## config.mk

```make
export PLATFORM = sky130hd
export DESIGN_NAME = taoi_tx_all_ones
export DESIGN_NICKNAME = d
export VERILOG_FILES = /design/src/taoi_fifo.v /design/src/taoi_tx_all_ones.v
export VERILOG_INCLUDE_DIRS = /design/src
export SDC_FILE = /design/constraint.sdc
export NUM_CORES = 1
export LEC_CHECK = 0
export ABC_AREA = 1
export BUFFER_PORTS_ARGS = -buffer_cell sky130_fd_sc_hd__buf_4
export CORE_MARGIN = 8
export CORE_UTILIZATION = 23
export DETAILED_ROUTE_END_ITERATION = 16
export PLACE_DENSITY = 0.41
export RECOVER_POWER = 25
export SLEW_MARGIN = 10
export SYNTH_ARGS = -nofsm -noshare
export SYNTH_HDL_FRONTEND = slang
export SYNTH_SLANG_ARGS = --single-unit
export TNS_END_PERCENT = 10
```

## constraint.sdc

```tcl
create_clock -name clk -period 3.4 [get_ports clk]
set_input_delay 0.68 -clock clk [delete_from_list [all_inputs] [get_ports clk]]
set_output_delay 0.68 -clock clk [all_outputs]
set_load 0.02 [all_outputs]
```

## src/taoi_defs.vh

```
// constants for the transmit all-ones insertion block
`ifndef TAOI_DEFS_VH
`define TAOI_DEFS_VH
// ----------------------------------------
// jitter attenuator mode codes
// ----------------------------------------
`define TAOI_JA_FIFO16 2'h0
`define TAOI_JA_FIFO32 2'h1
`define TAOI_JA_DESYNC 2'h2
`define TAOI_JA_OFF 2'h3
// ----------------------------------------
// loopback codes
// ----------------------------------------
`define TAOI_LB_NONE 2'h0
`define TAOI_LB_ANALOG 2'h1
`define TAOI_LB_REMOTE 2'h2
`define TAOI_LB_DIGITAL 2'h3
// ----------------------------------------
// fifo sizing and de-sync start level
// ----------------------------------------
`define TAOI_FIFO_DEPTH 4
`define TAOI_FIFO_AW 2
`define TAOI_DESYNC_START 2
`endif

```

## src/taoi_fifo.v

```verilog
// small synchronous fifo with valid and ready on both sides
`timescale 1ns/1ps
module taoi_fifo #(
    parameter WIDTH = 2,
    parameter DEPTH = 4,
    parameter AW = 2
) (
    input wire clk,
    input wire resetn,
    input wire [WIDTH-1:0] in_data,
    input wire in_valid,
    output wire in_ready,
    output reg [WIDTH-1:0] out_data,
    output wire out_valid,
    input wire out_ready,
    output wire [AW:0] level
);
    reg [WIDTH-1:0] mem [0:DEPTH-1];
    reg [AW-1:0] wr_ptr_reg;
    reg [AW-1:0] rd_ptr_reg;
    reg [AW:0] count_reg;
    wire do_wr;
    wire do_rd;

    assign in_ready = (count_reg != DEPTH[AW:0]);
    assign out_valid = (count_reg != {(AW+1){1'b0}});
    assign do_wr = in_valid && in_ready;
    assign do_rd = out_valid && out_ready;
    assign level = count_reg;

    always @*
    begin
        out_data = mem[rd_ptr_reg];
    end

    always @(posedge clk)
    begin
        if (do_wr)
        begin
            mem[wr_ptr_reg] <= in_data;
        end
    end

    always @(posedge clk or negedge resetn)
    begin
        if (!resetn)
        begin
            wr_ptr_reg <= {AW{1'b0}};
            rd_ptr_reg <= {AW{1'b0}};
            count_reg <= {(AW+1){1'b0}};
        end
        else
        begin
            if (do_wr)
            begin
                wr_ptr_reg <= (wr_ptr_reg == DEPTH[AW-1:0] - 1'b1) ? {AW{1'b0}} :
                    wr_ptr_reg + 1'b1;
            end
            if (do_rd)
            begin
                rd_ptr_reg <= (rd_ptr_reg == DEPTH[AW-1:0] - 1'b1) ? {AW{1'b0}} :
                    rd_ptr_reg + 1'b1;
            end
            if (do_wr && !do_rd)
            begin
                count_reg <= count_reg + 1'b1;
            end
            else if (do_rd && !do_wr)
            begin
                count_reg <= count_reg - 1'b1;
            end
        end
    end
endmodule

```

## src/taoi_tx_all_ones.v

```verilog
// one transmit channel: all-ones insertion, loopback gating, de-sync buffering
`timescale 1ns/1ps
`include "taoi_defs.vh"
module taoi_tx_all_ones (
    input wire clk,
    input wire resetn,
    input wire host_mode,
    input wire all_ones_force,
    input wire all_ones_ctrl_bit,
    input wire [1:0] loopback_mode,
    input wire [1:0] ja_mode,
    input wire ja_in_tx_path,
    input wire transmit_clock_in,
    input wire tx_pos_in,
    input wire tx_neg_in,
    input wire rx_clock_in,
    input wire rx_pos_in,
    input wire rx_neg_in,
    output reg line_out_pos,
    output reg line_out_neg,
    output reg loop_out_pos,
    output reg loop_out_neg,
    output wire all_ones_active,
    output wire desync_overflow
);
    // ----------------------------------------
    // state codes
    // ----------------------------------------
    localparam ST_DATA = 3'b001;
    localparam ST_ONES = 3'b010;
    localparam ST_BLOCK = 3'b100;

    // ----------------------------------------
    // input synchronisers
    // ----------------------------------------
    // pins cross from outside; clocks are sampled, so their rate must be well under clk/2
    reg [6:0] sync1_reg;
    reg [6:0] sync2_reg;
    reg tclk_prev_reg;
    reg rclk_prev_reg;
    wire force_s = sync2_reg[0];
    wire tclk_s = sync2_reg[1];
    wire tpos_s = sync2_reg[2];
    wire tneg_s = sync2_reg[3];
    wire rclk_s = sync2_reg[4];
    wire rpos_s = sync2_reg[5];
    wire rneg_s = sync2_reg[6];

    always @(posedge clk or negedge resetn)
    begin
        if (!resetn)
        begin
            sync1_reg <= 7'h00;
            sync2_reg <= 7'h00;
            tclk_prev_reg <= 1'b0;
            rclk_prev_reg <= 1'b0;
        end
        else
        begin
            sync1_reg <= {rx_neg_in, rx_pos_in, rx_clock_in, tx_neg_in, tx_pos_in,
                transmit_clock_in, all_ones_force};
            sync2_reg <= sync1_reg;
            tclk_prev_reg <= tclk_s;
            rclk_prev_reg <= rclk_s;
        end
    end

    wire tclk_rise = tclk_s && !tclk_prev_reg;
    wire rclk_rise = rclk_s && !rclk_prev_reg;

    // ----------------------------------------
    // mode decoding
    // ----------------------------------------
    function blocks_all_ones;
        input [1:0] lb;
        begin
            blocks_all_ones = (lb == `TAOI_LB_ANALOG) || (lb == `TAOI_LB_REMOTE);
        end
    endfunction

    wire request = host_mode ? all_ones_ctrl_bit : force_s;
    wire remote_lb = (loopback_mode == `TAOI_LB_REMOTE);
    wire desync_on = ja_in_tx_path && (ja_mode == `TAOI_JA_DESYNC) && !remote_lb;
    // remote loopback times the line from the receive clock
    wire tx_tick = remote_lb ? rclk_rise : tclk_rise;

    // ----------------------------------------
    // control state machine
    // ----------------------------------------
    reg [2:0] state_reg;
    reg [2:0] state_next;

    always @*
    begin
        case (state_reg)
            ST_DATA:
            begin
                if (request && blocks_all_ones(loopback_mode))
                    state_next = ST_BLOCK;
                else if (request)
                    state_next = ST_ONES;
                else
                    state_next = ST_DATA;
            end
            ST_ONES:
            begin
                if (!request)
                    state_next = ST_DATA;
                else if (blocks_all_ones(loopback_mode))
                    state_next = ST_BLOCK;
                else
                    state_next = ST_ONES;
            end
            ST_BLOCK:
            begin
                if (!request)
                    state_next = ST_DATA;
                else if (!blocks_all_ones(loopback_mode))
                    state_next = ST_ONES;
                else
                    state_next = ST_BLOCK;
            end
            default:
                state_next = ST_DATA;
        endcase
    end

    always @(posedge clk or negedge resetn)
    begin
        if (!resetn)
            state_reg <= ST_DATA;
        else
            state_reg <= state_next;
    end

    assign all_ones_active = (state_reg == ST_ONES);

    // ----------------------------------------
    // de-sync buffer
    // ----------------------------------------
    // gapped mapper bits land here on their own clock edge and leave on tx_tick, which in de-sync mode is that same gapped edge
    wire [1:0] fifo_out;
    wire fifo_in_ready;
    wire fifo_out_valid;
    wire [`TAOI_FIFO_AW:0] fifo_level;
    reg started_reg;
    wire fifo_write = desync_on && tclk_rise;
    wire fifo_read = started_reg && tx_tick;

    taoi_fifo #(
        .WIDTH(2),
        .DEPTH(`TAOI_FIFO_DEPTH),
        .AW(`TAOI_FIFO_AW)
    ) u_fifo (
        .clk(clk),
        .resetn(resetn),
        .in_data({tpos_s, tneg_s}),
        .in_valid(fifo_write),
        .in_ready(fifo_in_ready),
        .out_data(fifo_out),
        .out_valid(fifo_out_valid),
        .out_ready(fifo_read),
        .level(fifo_level)
    );

    // the mapper cannot be stalled, so a write into a full buffer is counted as a loss
    assign desync_overflow = fifo_write && !fifo_in_ready;

    // re-arms on a parked buffer too, else bits left from an earlier run would never drain
    always @(posedge clk or negedge resetn)
    begin
        if (!resetn)
            started_reg <= 1'b0;
        else if (!desync_on)
            started_reg <= 1'b0;
        else if (!started_reg || !fifo_out_valid)
            started_reg <= (fifo_level >= `TAOI_DESYNC_START);
    end

    // ----------------------------------------
    // line output
    // ----------------------------------------
    reg mark_phase_reg;
    wire [1:0] rx_pair = {rpos_s, rneg_s};
    wire [1:0] tx_pair = {tpos_s, tneg_s};
    reg [1:0] data_pair;

    always @*
    begin
        if (desync_on)
            // held back until reading starts, else the head bit would leave twice
            data_pair = (started_reg && fifo_out_valid) ? fifo_out : 2'h0;
        else if (remote_lb)
            data_pair = rx_pair;
        else
            data_pair = tx_pair;
    end

    always @(posedge clk or negedge resetn)
    begin
        if (!resetn)
        begin
            line_out_pos <= 1'b0;
            line_out_neg <= 1'b0;
            mark_phase_reg <= 1'b0;
        end
        else if (tx_tick)
        begin
            if (all_ones_active)
            begin
                // data inputs are not looked at here
                line_out_pos <= !mark_phase_reg;
                line_out_neg <= mark_phase_reg;
                mark_phase_reg <= !mark_phase_reg;
            end
            else
            begin
                line_out_pos <= data_pair[1];
                line_out_neg <= data_pair[0];
            end
        end
    end

    // ----------------------------------------
    // digital loopback toward receive side
    // ----------------------------------------
    always @(posedge clk or negedge resetn)
    begin
        if (!resetn)
        begin
            loop_out_pos <= 1'b0;
            loop_out_neg <= 1'b0;
        end
        else if (tclk_rise && loopback_mode == `TAOI_LB_DIGITAL)
        begin
            loop_out_pos <= tpos_s;
            loop_out_neg <= tneg_s;
        end
    end

endmodule

```

==> results.sh <==
export IMPL_grt_antenna_before_repair=0
export IMPL_syn_cell_area_um2=1680
export IMPL_yosysMostFrequentCell="dfrtp_1"
export IMPL_clkTransAtPathRegs_ps=80
export IMPL_period_minus_slack_ps=2450
export IMPL_final_hold_viol_count=0
export IMPL_dp_slack_ps=675
export IMPL_h_tree_depth=2
export IMPL_cpPeakStageDelay_ps=390
export IMPL_cp_start_kind="input port"
export IMPL_routabilityCongestion=0.778
export IMPL_ys_top_cells_by_area="dfrtp_1 (46%), edfxtp_1 (14%), ha_1 (6.7%), inv_1 (5.6%), nand2_1 (5.4%)"
export IMPL_cts_hold_buf=0
export IMPL_fin_crit_sh_pct=72.0
export IMPL_hp_class="register to register"
export IMPL_reg2regPathDepth=9
export IMPL_cap_viol_max_count=1
export IMPL_slew_headroom_pct=-12.3
export IMPL_hp_start="sync1_reg[5]"
export IMPL_rsz0062_at_grt="no"
export IMPL_netlist_instances=155
export IMPL_hold_end="sync2_reg[5]"
export IMPL_rr_startpoint="u_fifo.level[0]"
export IMPL_io_buffers=21
export IMPL_fin_nets=209
export IMPL_ir_drop_mv=0.205
export IMPL_post_cts_resized=0
export IMPL_cellPowerDensity_nw_per_um2=618
export IMPL_p_leak_nw=0.952
export IMPL_grt_pass1_vias=1102
export IMPL_drive_gt1_share_pct=21.7
export IMPL_viasPerCell=3.65
export IMPL_die_area_um2=10300
export IMPL_drtIter0Drc=26
export IMPL_cp_max_fo=6
export IMPL_setup_ws_ps=952
export IMPL_synth_top_area_share_pct=46.2
export IMPL_ys_seq_elements=40
export IMPL_yosys_warnings=0
export IMPL_timing_fmax_mhz=408
export IMPL_antenna_cells=0
export IMPL_ys_flop_type="dfrtp_1"
export IMPL_required_ps=3570
export IMPL_start_util_pct=23.4
export IMPL_core_um2=7180
export IMPL_die_h_um=101
export IMPL_track_usage_pct=6.56
export IMPL_largest_register_ffs=8
export IMPL_synth_top_area_cell="dfrtp_1"
export IMPL_avgSynthCellArea_um2=10.8
export IMPL_status="finished, violations left"
export IMPL_critPathKind="input port to register"
export IMPL_cts_tree="yes"
export IMPL_synth_cell_types=25
export IMPL_cts_root_buf="clkbuf_8"
export IMPL_tns_ps=0
export IMPL_drc=0
export IMPL_failed_checks="max-capacitance violations, max-slew violations"
export IMPL_grt_overflow=0
export IMPL_hold_path_depth=0
export IMPL_crit_path_top_delay_cell="fa_1"
export IMPL_ant_nets=0
export IMPL_worstSetupEndpointType="register"
export IMPL_cts_buffer_depth=2
export IMPL_seq_area_frac_synth_pct=62.1
export IMPL_critical_path_buf_inv_count=5
export IMPL_wl_um=3010
export IMPL_grt_max_degree=33
export IMPL_dr_pass1_iters=4
export IMPL_r2r_slack_ps=1400
export IMPL_crit_family="adder cells"
export IMPL_ios=22
export IMPL_rr_endpoint="u_fifo.level[2]"
export IMPL_n_fill_cell=770
export IMPL_cts_buffers_inserted=5
export IMPL_maxSlewViolCount=33
export IMPL_hpwlAfterDp_um=2250
export IMPL_vias=1033
export IMPL_cts_setup_buffers=0
export IMPL_critical_path_arrival_ps=2620
export IMPL_synthArstFlopShare_pct=80.0
export IMPL_area_growth_pct=23.2
export IMPL_synth_edf_count=8
export IMPL_tightest_slew_ps=1690
export IMPL_grt_pass1_wl_um=5100
export IMPL_clk_latency_ps=290
export IMPL_synth_common_cells="dfrtp_1 (31), inv_1 (25), nand2_1 (24)"
export IMPL_fp_row_count=31
export IMPL_syn_nets=181
export IMPL_wl_per_cell_um=10.6
export IMPL_clock_sinks=40
export IMPL_cp_common_cell="inv_1"
export IMPL_skew_ps=3.65
export IMPL_path_cells="buf_4 -> inv_1 -> ha_1 -> nor2_2 -> nand3_2 -> inv_1 -> nand3_2 -> clkinv_2 -> ha_1 -> inv_1 -> fa_1 -> a21oi_1 -> o21ai_0 -> xor2_1"
export IMPL_finalSetupViolCount=0
export IMPL_dieWidth_um=101
==> stage by stage <==
stage                     power (W)  utilization (%)  hold WS (ps)  cells  cell area (µm²)
after floorplan            0.000812                -           331    155             1680
after global placement     0.000910             27.3           332    275             1960
after detailed placement   0.000907             27.3           335    275             1960
after CTS                   0.00131             28.9           319    283             2070
after global routing        0.00138             28.8           357    283             2070
final                       0.00128             28.8           351    283             2070
==> how the worst max path moves through the flow <==
| stage | startpoint | to | slack, ps | cells past startpoint |
|---|---|---|---|---|
| 4_1_cts | loopback_mode[0] | u_fifo.level[2] | 950 | 14 |
| 2_1_floorplan | loopback_mode[0] | desync_overflow | 930 | 5 |
| 6_report | loopback_mode[0] | u_fifo.level[2] | 950 | 14 |
| 3_5_place_dp | loopback_mode[0] | u_fifo.level[2] | 680 | 14 |
| 3_3_place_gp | loopback_mode[0] | u_fifo.level[2] | 700 | 14 |
| 5_1_grt | loopback_mode[0] | u_fifo.level[2] | 800 | 14 |
==> cell type report <==
type | count | area [µm²] | share of cell area [%]
Clock buffer | 5 | 68.8 | 3.33
Clock inverter | 3 | 42.5 | 2.06
Inverter | 27 | 103 | 4.96
Multi-Input combinational cell | 88 | 534 | 25.8
Sequential cell | 40 | 1040 | 50.4
Tap cell | 99 | 124 | 5.99
Timing Repair Buffer | 21 | 154 | 7.44
==> power by group <==
part | switching (W) | internal, W | leakage (nW)
combinational | 0.000160 | 0.000109 | 0.450
sequential | 0.0000633 | 0.000565 | 0.447
clock | 0.000163 | 0.000217 | 0.0558
total | 0.000387 | 0.000891 | 0.952
==> routing by layer <==
metal	GRT usage (%)	wire length, µm
met4	4.12	81
met3	1.92	83
met2	10.0	1390
met5	0	0
met1	7.92	1450
==> cells by family (layout without fill, tap and decap cells) <==
family          count (synthesis)  count (layout)  share of synthesized area, %
simple gates                   53              53                          15.1
flops                          40              40                          62.1
buf+inv                        27              56                          6.11
compound gates                 21              21                          6.56
fa+ha+maj                      10              10                          7.90
xor+xnor                        3               3                          1.57
mux                             1               1                         0.671
==> cell usage in the layout, fill, tap and decap left out, drive strengths merged, types with 3 or more instances in the layout <==
cell type and instances:
dfrtp 31, inv 26, nand2 25, nor2 18, buf 13, o21ai 13, clkbuf 13, ha 9
edfxtp 8, a21oi 7, nand3 7, clkinv 3
No activity file was read; power rests on OpenSTA's default activity.
